`src/verilog/rx_sampler_params.svh`:
```
// Purpose: constants for the oversampling receive front end
// Assumes: 20 MHz sys_clk, APB with 32-bit data
// Notes:   byte offsets, field positions, reset values, phase numbers
`ifndef RX_SAMPLER_PARAMS_SVH
`define RX_SAMPLER_PARAMS_SVH

// register byte offsets
`define RX_OFF_CTRL      8'h00
`define RX_OFF_DIV       8'h04
`define RX_OFF_STATUS    8'h08
`define RX_OFF_MASK      8'h0c
`define RX_OFF_DATA      8'h10

// control fields
`define RX_CTRL_EN       0
`define RX_CTRL_NINE     1

// status / mask fields
`define RX_ST_FULL       0
`define RX_ST_NOISE      1
`define RX_ST_FRAME      2
`define RX_ST_BREAK      3
`define RX_ST_W          4

// reset values
`define RX_CTRL_RESET    2'h0
`define RX_DIV_RESET     16'h0081
`define RX_MASK_RESET    4'h0

// timing: system clock and default bit rate
`define RX_SYS_HZ        20000000
`define RX_OVERSAMPLE    16
`define RX_BAUD_DEFAULT  9600

// oversample phase numbers within a bit
`define RX_PH_FIRST      5'h01
`define RX_PH_V1         5'h03
`define RX_PH_V2         5'h05
`define RX_PH_V3         5'h07
`define RX_PH_D1         5'h08
`define RX_PH_D2         5'h09
`define RX_PH_D3         5'h0a
`define RX_PH_INJ        5'h0e
`define RX_PH_LAST       5'h10

`endif

```
`src/verilog/rx_sampler_pkg.sv`:
```
// Purpose: types shared by the receive front end
// Assumes: nothing beyond the params header
// Notes:   phases are kept as 1..16 so comparisons read like the timing
package rx_sampler_pkg;
  typedef enum logic [1:0] {
    ST_SEARCH = 2'b00,  // hunting for a start edge
    ST_FRAME  = 2'b01,  // inside a character
    ST_TAIL   = 2'b10   // after the stop decision, up to phase 16
  } rx_state_e;
  typedef logic [4:0] phase_t;
  typedef logic [3:0] bitcnt_t;
endpackage

```
`src/verilog/rx_start_sampler.sv`:
```
// Purpose: start-bit search, bit voting, resync, framing and break detect
// Assumes: rxd is synchronous to sys_clk; APB slave with zero wait states
// Notes:   status bits are sticky and clear on a status read; set wins
//
// Our own choices: register access over APB and the register addresses.
`include "rx_sampler_params.svh"

// Operation
// RQ1: sample line sixteen times per bit, phases 1-16
// RQ2: start qualifies on three highs then low
// RQ3: vote phases 8,9,10; flag disagreement as noise
// RQ4: completion loads holding register, sets full, noise
// RQ5: two high verify samples discard tentative start
// RQ6: one high verify sample accepts, sets noise
// RQ7: phase wraps 16 to 1, keeps misalignment
// RQ8: start bit value always taken as zero
// RQ9: line samples shift continuously into history register
// RQ10: falling edge in frame resynchronises the phase
// RQ11: edge still valid with one high verify
// RQ12: framing error forces highs at phases 14-16
// RQ13: framing error with all-zero data is break
// RQ14: no forced highs when a break is seen
// RQ15: eight or nine data bits per frame
// RQ16: stop bit decided by majority vote
// RQ17: framing error reported with completed character
// RQ18: sender rate keeps two stop samples inside
module rx_start_sampler
  import rx_sampler_pkg::*;
(
  input  wire logic        sys_clk,
  input  wire logic        rstn,
  input  wire logic        psel,
  input  wire logic        penable,
  input  wire logic        pwrite,
  input  wire logic [7:0]  paddr,
  input  wire logic [31:0] pwdata,
  output logic [31:0]      prdata,
  output logic             pready,
  output logic             pslverr,
  input  wire logic        rxd,
  output logic [8:0]       receiveHoldingData,
  output logic             charDone,
  output logic             irq
);

  // bit rate default derived from the clock, for reference by software
  localparam int DIV_NOMINAL = `RX_SYS_HZ / (`RX_OVERSAMPLE * `RX_BAUD_DEFAULT);

  // two of three vote, used for verify samples and data samples
  function automatic logic maj3(input logic a, input logic b, input logic c);
    maj3 = (a & b) | (a & c) | (b & c);
  endfunction

  // any disagreement among three samples
  function automatic logic split3(input logic a, input logic b, input logic c);
    split3 = (a != b) || (b != c);
  endfunction

  logic             rstMeta_r;     // reset release, first stage
  logic             resetN;        // reset release, second stage
  logic [1:0]       ctrl_r;        // enable and nine-bit select
  logic [15:0]      div_r;         // tick divisor
  logic [3:0]       mask_r;        // interrupt mask
  logic [3:0]       status_r;      // sticky flags
  logic [9:0]       hist_r;        // oversampled line history
  logic [9:0]       histNow;       // history including this tick's sample
  logic             sampleIn;      // sample shifted this tick
  rx_state_e        state_r;       // receiver state
  phase_t           phase_r;       // phase expected at the next tick
  phase_t           phaseCur;      // phase of the current tick
  phase_t           phaseNxt;      // phase after this tick
  bitcnt_t          bitCnt_r;      // 0 start, 1..N data, N+1 stop
  bitcnt_t          stopIdx;       // index of the stop bit
  logic [8:0]       shift_r;       // data shifter, lsb first
  logic             v3_r;          // verify sample at phase 3
  logic             v5_r;          // verify sample at phase 5
  logic             d8_r;          // data sample at phase 8
  logic             d9_r;          // data sample at phase 9
  logic             noiseW_r;      // working noise for this character
  logic             inject_r;      // force highs into the tail
  logic             tick;          // sixteen-times bit-rate strobe
  logic             qualify;       // start qualifier seen this tick
  logic             resync;        // mid-frame falling edge seen
  logic             stopNow;       // stop decided this tick
  logic             bitVal;        // voted bit value
  logic             bitNoise;      // voted samples disagree
  logic [8:0]       charData;      // aligned character
  logic             frameErr;      // stop voted low
  logic             breakSeen;     // framing error with zero data
  logic             busRead;       // access phase of a read
  logic             busWrite;      // access phase of a write
  logic             statusRead;    // read of the status register
  logic [3:0]       evtSet;        // flags raised this cycle

  // reset is released through two flops so every flop leaves reset together
  always_ff @(posedge sys_clk or negedge rstn) begin
    if (!rstn) begin
      rstMeta_r <= 1'b0;
      resetN    <= 1'b0;
    end else begin
      rstMeta_r <= 1'b1;
      resetN    <= rstMeta_r;
    end
  end

  // oversample strobe; a divider keeps the whole block on sys_clk
  sample_tick_gen tickGen (
    .sys_clk (sys_clk),
    .resetN  (resetN),
    .enable  (ctrl_r[`RX_CTRL_EN]),
    .divisor (div_r),
    .tick    (tick)
  );  // [RQ1]

  // tail highs replace the line after a plain framing error; forcing the
  // sample rather than the pin keeps the effect to the three tail phases
  // and leaves the holding data and flags of that character untouched
  always_comb begin
    sampleIn = rxd;
    if (state_r == ST_TAIL && inject_r && phase_r >= `RX_PH_INJ) begin
      sampleIn = 1'b1;  // [RQ12] [RQ14]
    end
  end

  // newest sample sits in bit 0
  assign histNow = {hist_r[8:0], sampleIn};

  // sample history, shifted on every tick
  always_ff @(posedge sys_clk or negedge resetN) begin
    if (!resetN) begin
      hist_r <= 10'h000;
    end else if (!ctrl_r[`RX_CTRL_EN]) begin
      hist_r <= 10'h000;  // enable needs three fresh highs before a start
    end else if (tick) begin
      hist_r <= histNow;  // [RQ9]
    end
  end

  // three highs then a low at this tick
  assign qualify = (histNow[3:1] == 3'b111) && !histNow[0];  // [RQ2]

  // edge six ticks back with lows at phases 1,3,5,7; one high tolerated
  // limitation: not armed in the start bit, where the verify samples
  // already settle alignment; a drift of more than a few phases per
  // frame cannot be recovered because the bit count has moved on
  assign resync = (state_r == ST_FRAME) && (bitCnt_r != 4'h0) &&
                  (histNow[9:7] == 3'b111) && !histNow[6] &&
                  !maj3(histNow[4], histNow[2], histNow[0]);  // [RQ10] [RQ11]

  // a resync treats this tick as phase 7 of the new bit
  // trade-off: snapping may repeat or skip a few phases, but the votes
  // at 8, 9 and 10 always land mid-bit, seven to nine ticks after the realigned edge
  assign phaseCur = resync ? `RX_PH_V3 : phase_r;

  // wrap back to 1 at the perceived boundary
  assign phaseNxt = (phaseCur == `RX_PH_LAST) ? `RX_PH_FIRST : phaseCur + 5'h01;  // [RQ7]

  // frame length follows the nine-bit select
  assign stopIdx = ctrl_r[`RX_CTRL_NINE] ? 4'ha : 4'h9;  // [RQ15]

  // majority of the three data samples decides each data bit and the stop bit
  assign bitVal   = maj3(d8_r, d9_r, sampleIn);  // [RQ3] [RQ16]
  assign bitNoise = split3(d8_r, d9_r, sampleIn);  // [RQ3]

  // stop bit decision moment
  // every flag and the data word are taken at this one tick, so they
  // always describe the same character
  assign stopNow = tick && (state_r == ST_FRAME) && (phaseCur == `RX_PH_D3) &&
                   (bitCnt_r == stopIdx);

  // eight-bit data is left in the upper bits of the shifter
  assign charData  = ctrl_r[`RX_CTRL_NINE] ? shift_r : {1'b0, shift_r[8:1]};
  assign frameErr  = !bitVal;  // [RQ17]
  assign breakSeen = frameErr && (charData == 9'h000);  // [RQ13]

  // receiver sequencing: search, verify, sample and frame
  always_ff @(posedge sys_clk or negedge resetN) begin
    if (!resetN) begin
      state_r  <= ST_SEARCH;
      phase_r  <= `RX_PH_FIRST;
      bitCnt_r <= 4'h0;
      shift_r  <= 9'h000;
      v3_r     <= 1'b0;
      v5_r     <= 1'b0;
      d8_r     <= 1'b0;
      d9_r     <= 1'b0;
      noiseW_r <= 1'b0;
      inject_r <= 1'b0;
    end else if (!ctrl_r[`RX_CTRL_EN]) begin
      state_r  <= ST_SEARCH;  // disabled: drop any partial character
      phase_r  <= `RX_PH_FIRST;
      inject_r <= 1'b0;
    end else if (tick) begin
      case (state_r)
        ST_SEARCH, ST_TAIL: begin
          if (qualify) begin
            state_r  <= ST_FRAME;  // tentative start, this tick is phase 1
            phase_r  <= `RX_PH_FIRST + 5'h01;  // [RQ2]
            bitCnt_r <= 4'h0;
            noiseW_r <= 1'b0;
            inject_r <= 1'b0;
          end else if (state_r == ST_TAIL && phase_r != `RX_PH_LAST) begin
            phase_r <= phase_r + 5'h01;  // finish the perceived stop bit
          end else begin
            state_r  <= ST_SEARCH;
            phase_r  <= `RX_PH_FIRST;  // held at 1 while searching [RQ2]
            inject_r <= 1'b0;
          end
        end
        ST_FRAME: begin
          phase_r <= phaseNxt;  // [RQ1] [RQ7]
          if (phaseCur == `RX_PH_LAST) begin
            bitCnt_r <= bitCnt_r + 4'h1;
          end
          case (phaseCur)
            `RX_PH_V1: begin
              v3_r <= sampleIn;
            end
            `RX_PH_V2: begin
              v5_r <= sampleIn;
            end
            `RX_PH_V3: begin
              if (bitCnt_r == 4'h0 && !resync) begin
                if (maj3(v3_r, v5_r, sampleIn)) begin
                  state_r <= ST_SEARCH;  // low at phase 1 was noise [RQ5]
                  phase_r <= `RX_PH_FIRST;
                end else if (v3_r || v5_r || sampleIn) begin
                  noiseW_r <= 1'b1;  // [RQ6]
                end
              end
            end
            `RX_PH_D1: begin
              d8_r <= sampleIn;  // [RQ3]
            end
            `RX_PH_D2: begin
              d9_r <= sampleIn;  // [RQ3]
            end
            `RX_PH_D3: begin
              if (bitNoise) begin
                noiseW_r <= 1'b1;  // start and stop included [RQ3]
              end
              if (bitCnt_r == stopIdx) begin
                state_r  <= ST_TAIL;  // [RQ16]
                inject_r <= frameErr && !breakSeen;  // [RQ12] [RQ14]
              end else if (bitCnt_r != 4'h0) begin
                shift_r <= {bitVal, shift_r[8:1]};  // start bit is never shifted [RQ8]
              end
            end
            default: begin
            end
          endcase
        end
        default: begin
          state_r <= ST_SEARCH;
          phase_r <= `RX_PH_FIRST;
        end
      endcase
    end
  end

  // completed character goes to the holding register
  // each character overwrites the last; overrun is left to the buffer
  // stage behind this block, which sees charDone
  always_ff @(posedge sys_clk or negedge resetN) begin
    if (!resetN) begin
      receiveHoldingData <= 9'h000;
      charDone           <= 1'b0;
    end else begin
      charDone <= stopNow;
      if (stopNow) begin
        receiveHoldingData <= charData;  // [RQ4]
      end
    end
  end

  // APB decode; zero wait states, so each access ends in its first access cycle
  // a status read in the access phase is the only side effect of a read
  assign busRead    = psel && penable && !pwrite;
  assign busWrite   = psel && penable && pwrite;
  assign statusRead = busRead && (paddr == `RX_OFF_STATUS);
  assign pready     = 1'b1;

  // unmapped addresses answer with an error and read as zero
  always_comb begin
    prdata  = 32'h0000_0000;
    pslverr = 1'b0;
    case (paddr)
      `RX_OFF_CTRL:   prdata = {30'h0000_0000, ctrl_r};
      `RX_OFF_DIV:    prdata = {16'h0000, div_r};
      `RX_OFF_STATUS: prdata = {28'h000_0000, status_r};
      `RX_OFF_MASK:   prdata = {28'h000_0000, mask_r};
      `RX_OFF_DATA:   prdata = {23'h00_0000, receiveHoldingData};
      default:        pslverr = psel && penable;
    endcase
  end

  // software-written control
  // writes to unmapped offsets fall into the default and change nothing
  always_ff @(posedge sys_clk or negedge resetN) begin
    if (!resetN) begin
      ctrl_r <= `RX_CTRL_RESET;
      div_r  <= `RX_DIV_RESET;
      mask_r <= `RX_MASK_RESET;
    end else if (busWrite) begin
      case (paddr)
        `RX_OFF_CTRL: ctrl_r <= pwdata[1:0];
        `RX_OFF_DIV:  div_r  <= pwdata[15:0];
        `RX_OFF_MASK: mask_r <= pwdata[3:0];
        default: begin
        end
      endcase
    end
  end

  // events of this cycle; noise and framing come with full
  assign evtSet[`RX_ST_FULL]  = stopNow;  // [RQ4]
  assign evtSet[`RX_ST_NOISE] = stopNow && (noiseW_r || bitNoise);  // [RQ4]
  assign evtSet[`RX_ST_FRAME] = stopNow && frameErr;  // [RQ17]
  assign evtSet[`RX_ST_BREAK] = stopNow && breakSeen;  // [RQ13]

  // sticky flags; a read clears them but a same-cycle event survives
  // hazard: letting the clear win would drop the flags of a character
  // that completes exactly as software polls
  always_ff @(posedge sys_clk or negedge resetN) begin
    if (!resetN) begin
      status_r <= 4'h0;
    end else begin
      status_r <= (statusRead ? 4'h0 : status_r) | evtSet;
    end
  end

  // level interrupt while any unmasked flag stands
  // computed from the next flag value so irq rises with charDone and
  // falls on the clearing read instead of one cycle late
  always_ff @(posedge sys_clk or negedge resetN) begin
    if (!resetN) begin
      irq <= 1'b0;
    end else begin
      irq <= |(((statusRead ? 4'h0 : status_r) | evtSet) & mask_r);
    end
  end

endmodule

```
`src/verilog/rt_tick_gen.sv`:
```
// Purpose: divides sys_clk down to the sixteen-times bit-rate tick
// Assumes: synchronous reset copy from the top
// Notes:   one tick every divisor+1 clocks; held off while disabled
module sample_tick_gen (
  input  wire logic        sys_clk,
  input  wire logic        resetN,
  input  wire logic        enable,
  input  wire logic [15:0] divisor,
  output logic             tick
);
  logic [15:0] count_r;  // cycles left until the next tick

  // free-running down counter, restarted whenever the receiver is off
  always_ff @(posedge sys_clk or negedge resetN) begin
    if (!resetN) begin
      count_r <= 16'h0000;
    end else if (!enable || count_r == 16'h0000) begin
      count_r <= divisor;
    end else begin
      count_r <= count_r - 16'h0001;
    end
  end

  // tick is a one-cycle pulse; gated so a disabled receiver sees none
  assign tick = enable && (count_r == 16'h0000);
endmodule

```
`config.mk`:
```
export PLATFORM = sky130hd
export DESIGN_NAME = rx_start_sampler
export DESIGN_NICKNAME = d
export VERILOG_FILES = /design/src/verilog/rx_sampler_pkg.sv /design/src/verilog/rx_start_sampler.sv /design/src/verilog/rt_tick_gen.sv
export VERILOG_INCLUDE_DIRS = /design/src /design/src/verilog
export SDC_FILE = /design/constraint.sdc
export NUM_CORES = 1
export LEC_CHECK = 0
export ABC_AREA = 1
export BUFFER_PORTS_ARGS = -buffer_cell sky130_fd_sc_hd__buf_4
export CAP_MARGIN = 20
export CELL_PAD_IN_SITES_DETAIL_PLACEMENT = 1
export CELL_PAD_IN_SITES_GLOBAL_PLACEMENT = 2
export CORE_MARGIN = 2
export CORE_UTILIZATION = 32
export CTS_CLUSTER_SIZE = 30
export DETAILED_ROUTE_END_ITERATION = 12
export PLACE_DENSITY = 0.88
export SLEW_MARGIN = 20
export SYNTH_ARGS = -nofsm -noshare
export SYNTH_HDL_FRONTEND = slang
export SYNTH_SLANG_ARGS = --single-unit
```
`constraint.sdc`:
```
create_clock -name sys_clk -period 3.98 [get_ports sys_clk]
set_clock_uncertainty 0.15 [all_clocks]
set_input_delay 1.194 -clock sys_clk [delete_from_list [all_inputs] [get_ports sys_clk]]
set_output_delay 1.194 -clock sys_clk [all_outputs]
set_load 0.02 [all_outputs]
```
==> results of run 1 <==
==> sequential cells by signal (all words and copies together) (netlist names), 2 cells and up <==
name and cells:
div_r 16, tickGen.count_r 16, hist_r 9, receiveHoldingData 9, shift_r 9, phase_r 5
bitCnt_r 4, mask_r 4, status_r 4, ctrl_r 2, state_r 2
==> stage by stage <==
stage | instances | power, W | cell area [um^2] | setup slack (ns)
floorplan | 670 | 0.00102 | 5120 | 0.0292
global placement | 915 | 0.00105 | 5680 | 0.147
detailed placement | 915 | 0.00105 | 5680 | 0.0782
CTS | 931 | 0.00201 | 6010 | 0.0786
global route | 931 | 0.00205 | 6010 | 0.00448
finish | 931 | 0.00198 | 6010 | 0.129
==> worst max-delay path by stage <==
| stage | slack, ns | cells past startpoint | end | from |
|---|---|---|---|---|
| after detailed placement | 0.08 | 10 | prdata[15] | paddr[1] |
| after CTS | 0.08 | 10 | prdata[15] | paddr[1] |
| final | 0.13 | 10 | prdata[1] | paddr[1] |
| after floorplan | 0.03 | 8 | prdata[6] | paddr[1] |
| after global placement | 0.15 | 9 | prdata[7] | paddr[1] |
| after global routing | 0.004 | 10 | prdata[11] | paddr[1] |
==> final cells by class <==
| class | count | area [um^2] | share of cell area (%) |
|---|---|---|---|
| Inverter | 98 | 369 | 6.14 |
| Clock inverter | 6 | 87.6 | 1.46 |
| Tap cell | 211 | 264 | 4.39 |
| Clock buffer | 10 | 239 | 3.98 |
| Timing Repair Buffer | 67 | 503 | 8.37 |
| Multi-Input combinational cell | 449 | 2290 | 38.0 |
| Sequential cell | 90 | 2260 | 37.6 |
==> what timing repair did <==
item | CTS | global route
resized for setup | 0 | 2
endpoints found under the setup margin | 0 | 14
hold endpoints to repair | 0 | 0
==> cells by family after synthesis <==
logic type               share of synthesized area (%)
flip-flops                                        44.6
adder cells (fa/ha/maj)                           3.21
other                                            0.148
AO/OA/AOI/OAI                                     12.5
XOR/XNOR                                          1.73
buffers and inverters                             11.5
multiplexers                                     0.223
AND/OR/NAND/NOR                                   26.1
==> layer usage <==
metal	vias up	wire, um
met4	0	378
met2	73	6570
met1	2189	6480
met5	-	0
met3	26	466
li1	2187	-
==> power breakdown <==
group          internal (W)  switching, W
clock network      0.000569      0.000384
registers          0.000923     0.0000204
logic             0.0000318     0.0000536
total               0.00152      0.000458
==> layout by cell type (no fill, tap or decap), types with 2 or more instances in the layout <==
master	synthesis	routed
a21boi_0	2	2
a21oi_1	28	28
a221oi_1	2	2
a22oi_1	3	3
a31oi_1	4	4
and3_1	2	2
buf_4	19	67
bufinv_16	0	2
clkbuf_16	0	9
clkinv_2	1	3
conb_1	2	18
dfrtp_1	87	86
dfstp_2	3	3
ha_1	13	13
inv_1	93	92
inv_2	3	4
nand2_1	138	138
nand2_2	6	6
nand3_1	34	34
nand4_1	17	17
nor2_1	71	70
nor2_2	1	2
nor2_4	3	3
nor3_1	8	8
nor4_1	2	2
o21ai_0	56	56
o21ai_1	5	5
o21ai_2	2	2
o22ai_1	8	8
or2_2	3	3
xnor2_1	2	2
xor2_1	8	8
==> worst max-delay path, stage by stage <==
cell and delay, ns:
buf_4 0.11, nor2_1 0.15, inv_1 0.09, nor2_2 0.13, inv_1 0.09, nor3_2 0.19
buf_4 0.19, a221oi_1 0.08, nand3_1 0.12, buf_4 0.16
==> reports/qor.yml, run 1 <==
routed_wl_um: 13900
hold_viol: 0
setup_viol: 0
holdPathEnd: "resetN"
worst_ir_drop_vdd_mv: 0.131
yosysWarnings: 0
rr_worst_depth: 19
synth_ff_type: "dfrtp_1"
clock-sinks: 90
hp-class: "register to register"
synth_async_sr_flop_share_pct: 100
port_buffers: 57
timing.fmax_mhz: 260
grt_max_degree: 74
start_util_pct: 33.0
reg2reg_to: "irq"
clkSlewWorstSetupHoldPaths_ns: 0.07
cap_violations: 0
first_iter_violations: 200
drt_pass1_iterations: 4
clock_path_buffers: 2
whs_ns: 0.208
gp_congestion: 0.833
rows: 45
post-route-period-util_pct: 96.8
drc_errors: 0
cts_tree: "done"
yosysTopAreaCell: "dfrtp_1"
ios: 91
relSlewSlack_pct: 34.7
grt_use_total_pct: 17.8
status: "completed"
syn_inst: 654
hold_depth: 0
worst_pin_slew_ns: 0.980
antenna_found_initial: 0
rsz0062_at_grt: "no"
syn_avg_cell_area_um2: 7.74
insertion_delay_ns: 0.35
fin_tns_setup_ns: 0
syn_area_um2: 5060
ys_seq_elements: 90
diodes: 0
drive_gt1_share_pct: 16.3
synthTopCellsByArea: "dfrtp_1 (43%), nand2_1 (10%), inv_1 (6.9%)"
netlist.area_leader.share_pct: 43.0
dp_hpwl_um: 10500
grt.busiest_layer: "met2"
use_met1_pct: 23.5
cts-htree-levels: 3
avgRoutedWirePerCell_um: 14.9
power_leakage_nw: 3.01
hold_path_startpoint: "rstMeta_r"
synth_cell_types: 47
drv_slew: 0
layout_min_cycle_time_ns: 3.85
post_cts.repair.setup_buffers: 0
worstPathArrival_ns: 2.51
use_met2_pct: 28.9
postCtsHoldBufs: 0
grt_pass1_wl_um: 23500
die_area_um2: 16800
timing.rr.start: "phase_r[0]"
num_vias: 4475
crit_path_end_kind: "output pin"
die_w_um: 130
path_max_fanout: 6
fillCellCount: 1926
overflow: 0
cts_buffers: 9
crit_required_ns: 2.64
startpoint_type: "input pin"
ant_nets: 0
reg2reg_setup_slack_ns: 0.85
crit_type: "input pin to output pin"
design.core.area_um2: 15300
cts-root-buf: "clkbuf_16"
p_per_area_nw_per_um2: 330
synth-seq-area-share_pct: 44.6
area_growth_pct: 18.7
synth_common_cells: "nand2_1 (138), inv_1 (93), dfrtp_1 (87)"
synth-edff-count: 0
vias_per_cell: 4.81
final_core_utilization_pct: 39.2
synth_most_common_cell: "nand2_1"
grt_pass1_vias: 4721
fp.dieH_um: 130
nets: 774
use_met3_pct: 3.28
(Power assumes the default switching activity.)
==> inputs of run 2 (changes only) <==
==> constraint.sdc (replaced) <==
create_clock -name sys_clk -period 3.98 [get_ports sys_clk]
set_clock_uncertainty 0.15 [all_clocks]
set_input_delay 0.796 -clock sys_clk [delete_from_list [all_inputs] [get_ports sys_clk]]
set_output_delay 0.796 -clock sys_clk [all_outputs]
set_load 0.02 [all_outputs]
==> run 2 against run 1 <==
Against the previous run: combinational power increased by 0.6%; via count up 0.38%; routed wire length down 1.3%; sequential power about the same; non-clock buffer count is 5 lower; register-to-register slack got worse by 0.32 ns; design area fell by 0.77%; sequential share of layout area is 0.29 points higher; worst hold slack got worse by 0.14 ns; power is 1.1% lower; largest cell class unchanged; highest routed layer unchanged.
==> reports/qor.yml, run 2 (synthesis gave the netlist of run 1 again) <==
status: "completed"  # unchanged
cts_tree: "done"  # unchanged
reg_top3: "div_r (16), tickGen.count_r (16)"  # unchanged
crit_path_end_kind: "register"  # was output pin
crit_chain: "inv_1 -> ha_1 -> inv_1 -> nand2_1 -> nand2_1 -> nand2_1 -> nand2_1 -> nand2_2 -> nand2_2 -> nand2_2 -> inv_1 -> nor2_1 -> inv_1 -> ha_1 -> nand4_1 -> nor2_4 -> nand2_1 -> nand2_1 -> nand2_1 -> nand4_1"  # was buf_4 -> nor2_1 -> inv_1 -> nor2_2 -> inv_1 -> nor3_2 -> buf_4 -> a221oi_1 -> nand3_1 -> buf_4
cpMostUsedCell: "nand2_1"  # was buf_4
avgRoutedWirePerCell_um: 14.8  # was 14.9 um
cts_buffers: 9  # unchanged
routed_wl_um: 13700  # was 13900 um
rr_worst_depth: 20  # was 19
nets: 769  # was 774
final_core_utilization_pct: 38.9  # was 39.2%
layout_min_cycle_time_ns: 3.45  # was 3.85 ns
start_util_pct: 33.0  # unchanged
port_buffers: 57  # unchanged
setup_viol: 0  # unchanged
grt_pass1_wl_um: 23300  # was 23500 um
cts_resized: 0  # unchanged
gp_congestion: 0.802  # was 0.833
diodes: 0  # unchanged
power_leakage_nw: 2.98  # was 3.01 nW
insertion_delay_ns: 0.35  # about the same
relSlewSlack_pct: 37.4  # was 34.7%
design.core.area_um2: 15300  # unchanged
fp.dieH_um: 130  # unchanged
timing.fmax_mhz: 290  # was 260 MHz
dp_hpwl_um: 10200  # was 10500 um
ant_nets: 0  # unchanged
area_growth_pct: 17.8  # was 18.7%
final_common_cell: "nand2_1"  # unchanged
drc_errors: 0  # unchanged
p_per_area_nw_per_um2: 329  # was 330 nW/um^2
fin_tns_setup_ns: 0  # unchanged
post_cts.repair.setup_buffers: 0  # unchanged
startpoint_type: "register"  # was input pin
max_stage_delay_ns: 0.56  # was 0.19 ns
clock_path_buffers: 2  # unchanged
die_area_um2: 16800  # unchanged
crit_required_ns: 4.11  # was 2.64 ns
crit_buf_inv: 4  # was 5
cts-htree-levels: 3  # unchanged
hp-class: "input pin to async pin"  # was register to register
worst_ir_drop_vdd_mv: 0.152  # was 0.131 mV
cp.depth: 20  # was 10
antenna_found_initial: 0  # unchanged
clkSlewWorstSetupHoldPaths_ns: 0.07  # about the same
grt_pass1_vias: 4712  # was 4721
overflow: 0  # unchanged
first_iter_violations: 149  # was 200
grt_use_total_pct: 17.5  # was 17.8%
most-common-layout-cells: "nand2_1 (138), inv_1 (93), dfrtp_1 (86)"  # was nand2_1 (138), inv_1 (92), dfrtp_1 (86)
cap_violations: 0  # unchanged
num_vias: 4492  # was 4475
worst_pin_slew_ns: 0.939  # was 0.980 ns
worstPathArrival_ns: 3.57  # was 2.51 ns
die_w_um: 130  # unchanged
hold_viol: 0  # unchanged
rsz0062_at_grt: "no"  # unchanged
drv_slew: 0  # unchanged
post-route-period-util_pct: 86.6  # was 96.8%
postCtsHoldBufs: 0  # unchanged
grt_max_degree: 71  # was 74
drive_gt1_share_pct: 15.2  # was 16.3%
crit_family: "simple AND/OR/NAND/NOR gates"  # was buffers and inverters
cts-root-buf: "clkbuf_16"  # unchanged
crit_type: "register to register"  # was input pin to output pin
vias_per_cell: 4.85  # was 4.81
rows: 45  # unchanged
path_max_fanout: 17  # was 6
clock-sinks: 90  # unchanged
crit_slowest_cell: "dfstp_2"  # was nor3_2
ios: 91  # unchanged
drt_pass1_iterations: 4  # unchanged
==> run 2: metal layers <==
| layer | GRT usage (%) | routed length, um | up-vias |
|---|---|---|---|
| met2 | 29.0 | 6550 | 80 |
| met4 | 6.64 | 286 | 0 |
| li1 | - | - | 2189 |
| met5 | 0 | 0 | - |
| met1 | 23.1 | 6400 | 2201 |
| met3 | 2.87 | 479 | 22 |
==> run 2: layout make-up <==
| class | instances | area, um^2 |
|---|---|---|
| Inverter | 98 | 369 |
| Fill cell | 1923 | 9350 |
| Timing Repair Buffer | 62 | 465 |
| Tap cell | 211 | 264 |
| Multi-Input combinational cell | 449 | 2280 |
| Clock buffer | 10 | 229 |
| Clock inverter | 6 | 91.3 |
| Sequential cell | 90 | 2260 |
==> run 2: worst reg2reg max path, delay by kind of cell, from the launching register on <==
family / cells / cell delay, ns
adders and majority gates: 2 / 0.42
buffers and inverters: 4 / 0.38
DFF: 1 / 0.56
and+or+nand+nor: 14 / 1.88
==> run 2: worst paths after layout <==
check | start | end | slack [ns]
max | phase_r[0] | irq | 0.53
min | rstn | rstMeta_r | 0.07
max reg2reg | phase_r[0] | irq | 0.53
min reg2reg | rstMeta_r | resetN | 0.22
max in group asynchronous | resetN | d8_r | 2.50
min in group sys_clk | rstMeta_r | resetN | 0.22
==> run 2: report_power, final <==
part	switching [W]	internal, W
Combinational	0.0000543	0.0000317
Sequential	0.0000198	0.000923
Clock	0.000378	0.000553
==> run 2: through the flow <==
| step | worst slack [ns] | instance area (um^2) | instances | hold WS (ns) | power [W] |
|---|---|---|---|---|---|
| 2_1_floorplan | 0.825 | 5120 | 670 | 0.181 | 0.00102 |
| 3_3_place_gp | 0.747 | 5640 | 910 | 0.187 | 0.00104 |
| 3_5_place_dp | 0.630 | 5640 | 910 | 0.201 | 0.00105 |
| 4_1_cts | 0.527 | 5960 | 926 | 0.0531 | 0.00199 |
| 5_1_grt | 0.230 | 5960 | 926 | 0.0509 | 0.00204 |
| 6_report | 0.534 | 5960 | 926 | 0.0652 | 0.00196 |
==> inputs of run 3 (changes only) <==
--- a/config.mk
+++ b/config.mk
@@ -12,10 +12,10 @@
 export CELL_PAD_IN_SITES_DETAIL_PLACEMENT = 1
 export CELL_PAD_IN_SITES_GLOBAL_PLACEMENT = 2
 export CORE_MARGIN = 2
-export CORE_UTILIZATION = 32
+export CORE_UTILIZATION = 29
 export CTS_CLUSTER_SIZE = 30
 export DETAILED_ROUTE_END_ITERATION = 12
-export PLACE_DENSITY = 0.88
+export PLACE_DENSITY = 0.84
 export SLEW_MARGIN = 20
 export SYNTH_ARGS = -nofsm -noshare
 export SYNTH_HDL_FRONTEND = slang
==> constraint.sdc (replaced) <==
create_clock -name sys_clk -period 3.1 [get_ports sys_clk]
set_clock_uncertainty 0.15 [all_clocks]
set_input_delay 0.62 -clock sys_clk [delete_from_list [all_inputs] [get_ports sys_clk]]
set_output_delay 0.62 -clock sys_clk [all_outputs]
set_load 0.02 [all_outputs]
==> run 3 against run 2 <==
Against the previous run: non-clock buffer count grew 11; routed wire length increased by 3.3%; combinational power increased by 43%; clock power increased by 17%; design area rose by 1.4%; largest power group unchanged.
==> reports/qor.yml, run 3 (synthesis gave the netlist of run 1 again) <==
rows: 48  # was 45
clock-sinks: 90  # unchanged
design.core.area_um2: 17200  # was 15300 um^2
drt_pass1_iterations: 4  # unchanged
startpoint_type: "input pin"  # was register
dp_hpwl_um: 10800  # was 10200 um
area_growth_pct: 19.5  # was 17.8%
endpoint: "prdata[7]"  # was irq
fin_tns_setup_ns: 0  # unchanged
crit_path_end_kind: "output pin"  # was register
gp_congestion: 0.849  # was 0.802
crit_required_ns: 2.33  # was 4.11 ns
first_iter_violations: 172  # was 149
reg_top3: "div_r (16), tickGen.count_r (16)"  # unchanged
timing.rr.start: "phase_r[0]"  # unchanged
numPlacedInstances: 933  # was 910
grt_pass1_vias: 4806  # was 4712
p_per_area_nw_per_um2: 399  # was 329 nW/um^2
die_w_um: 136  # was 130 um
reg2reg_setup_slack_ns: 0.25  # was 0.53 ns
grt_max_degree: 46  # was 71
cts-htree-levels: 3  # unchanged
ant_nets: 0  # unchanged
fp.dieH_um: 136  # was 130 um
finalNonFillerCells: 951  # was 926
timing.fmax_mhz: 344
grt_use_total_pct: 16.3  # was 17.5%
insertion_delay_ns: 0.35  # about the same
reg2reg_to: "phase_r[1]"  # was irq
overflow: 0  # unchanged
setup_viol: 0  # unchanged
avgRoutedWirePerCell_um: 14.9  # was 14.8 um
hold_viol: 0  # unchanged
cts_buffers: 9  # unchanged
cts-root-buf: "clkbuf_16"  # unchanged
antenna_found_initial: 0  # unchanged
relSlewSlack_pct: 48.7  # was 37.4%
path_max_fanout: 11  # was 17
clkSlewWorstSetupHoldPaths_ns: 0.07  # about the same
hp-class: "register to async pin"  # was input pin to async pin
ios: 91  # unchanged
num_vias: 4539  # was 4492
post-route-period-util_pct: 93.8
drv_slew: 0  # unchanged
drive_gt1_share_pct: 16.4  # was 15.2%
fillCellCount: 2137  # was 1923
cap_violations: 0  # unchanged
diodes: 0  # unchanged
grt_pass1_wl_um: 23800  # was 23300 um
most-common-layout-cells: "nand2_1 (138), inv_1 (93), dfrtp_1 (86)"  # unchanged
drc_errors: 0  # unchanged
crit_start: "paddr[1]"  # was phase_r[0]
nets: 780  # was 769
worst_ir_drop_vdd_mv: 0.186  # was 0.152 mV
clock_path_buffers: 2  # unchanged
layout_min_cycle_time_ns: 2.91
start_util_pct: 29.5  # was 33.0%
rr_worst_depth: 19  # was 20
port_buffers: 57  # unchanged
final_core_utilization_pct: 35.2  # was 38.9%
crit_type: "input pin to output pin"  # was register to register
routed_wl_um: 14200  # was 13700 um
status: "completed"  # unchanged
worst_pin_slew_ns: 0.765  # was 0.939 ns
vias_per_cell: 4.77  # was 4.85
cts_tree: "done"  # unchanged
rsz0062_at_grt: "no"  # unchanged
die_area_um2: 18500  # was 16800 um^2
power_leakage_nw: 3.02  # was 2.98 nW
final_common_cell: "nand2_1"  # unchanged
worstPathArrival_ns: 2.14  # was 3.57 ns
==> run 3: cell count changes in the layout (fill, tap and decap cells not counted), sizes merged <==
cell         change
bufinv           -2
clkinvlp         +1
clkinv           -2
buf             +10
clkbuf           +2
dlygate4sd3      +1
inv              +1
==> run 3: report_power, final <==
group / internal, W / switching, W
clock network: 0.000594 / 0.000492
registers: 0.00119 / 0.0000196
logic: 0.0000457 / 0.0000769
==> run 3: stage by stage <==
stage / total power (W) / hold slack, ns / area, um^2 / worst slack [ns]
detailed placement: 0.00135 / 0.192 / 5740 / 0.164
CTS: 0.00244 / 0.207 / 6040 / 0.144
global route: 0.00249 / 0.229 / 6050 / 0.0108
floorplan: 0.00130 / 0.174 / 5120 / 0.263
finish: 0.00241 / 0.195 / 6050 / 0.192
global placement: 0.00135 / 0.188 / 5740 / 0.277
==> run 3: metal layers <==
| metal | GRT usage [%] | wire (um) | vias to the layer above |
|---|---|---|---|
| met1 | 20.3 | 6480 | 2239 |
| li1 | - | - | 2206 |
| met3 | 1.75 | 362 | 15 |
| met2 | 28.8 | 7040 | 79 |
| met5 | 0 | 0 | - |
| met4 | 6.02 | 281 | 0 |
==> run 3: cell type report <==
cell class	instances	area [um^2]	share of cell area, %
clock buffer	12	256	4.24
clock inverter	4	33.8	0.559
inverter	98	369	6.10
multi-input combinational	449	2280	37.8
sequential	90	2260	37.4
tap	225	282	4.66
timing repair buffer	73	563	9.31
==> run 3: worst max-delay path, stage by stage <==
cell	delay (ns)
buf_4	0.11
nor2_1	0.15
inv_1	0.07
nor2_1	0.17
inv_1	0.11
nor3_2	0.17
inv_1	0.22
o21ai_0	0.30
buf_4	0.20
==> run 3: what timing repair did <==
item                                    in CTS  in global routing
endpoints found under the hold margin        2                  0
buffers inserted                             0                  1
resized for setup                            0                  0
hold buffers                                 1                  0
endpoints found under the setup margin       0                  9
==> run 3: how the worst min path moves through the flow <==
stage          startpoint        to  slack, ns  cells after the start
4_1_cts         rstMeta_r    resetN       0.21                      0
3_5_place_dp    rstMeta_r    resetN       0.19                      0
2_1_floorplan        rstn    resetN       0.17                      0
5_1_grt         rstMeta_r    resetN       0.23                      0
3_3_place_gp    rstMeta_r    resetN       0.19                      0
6_report           resetN  div_r[4]       0.19                      0
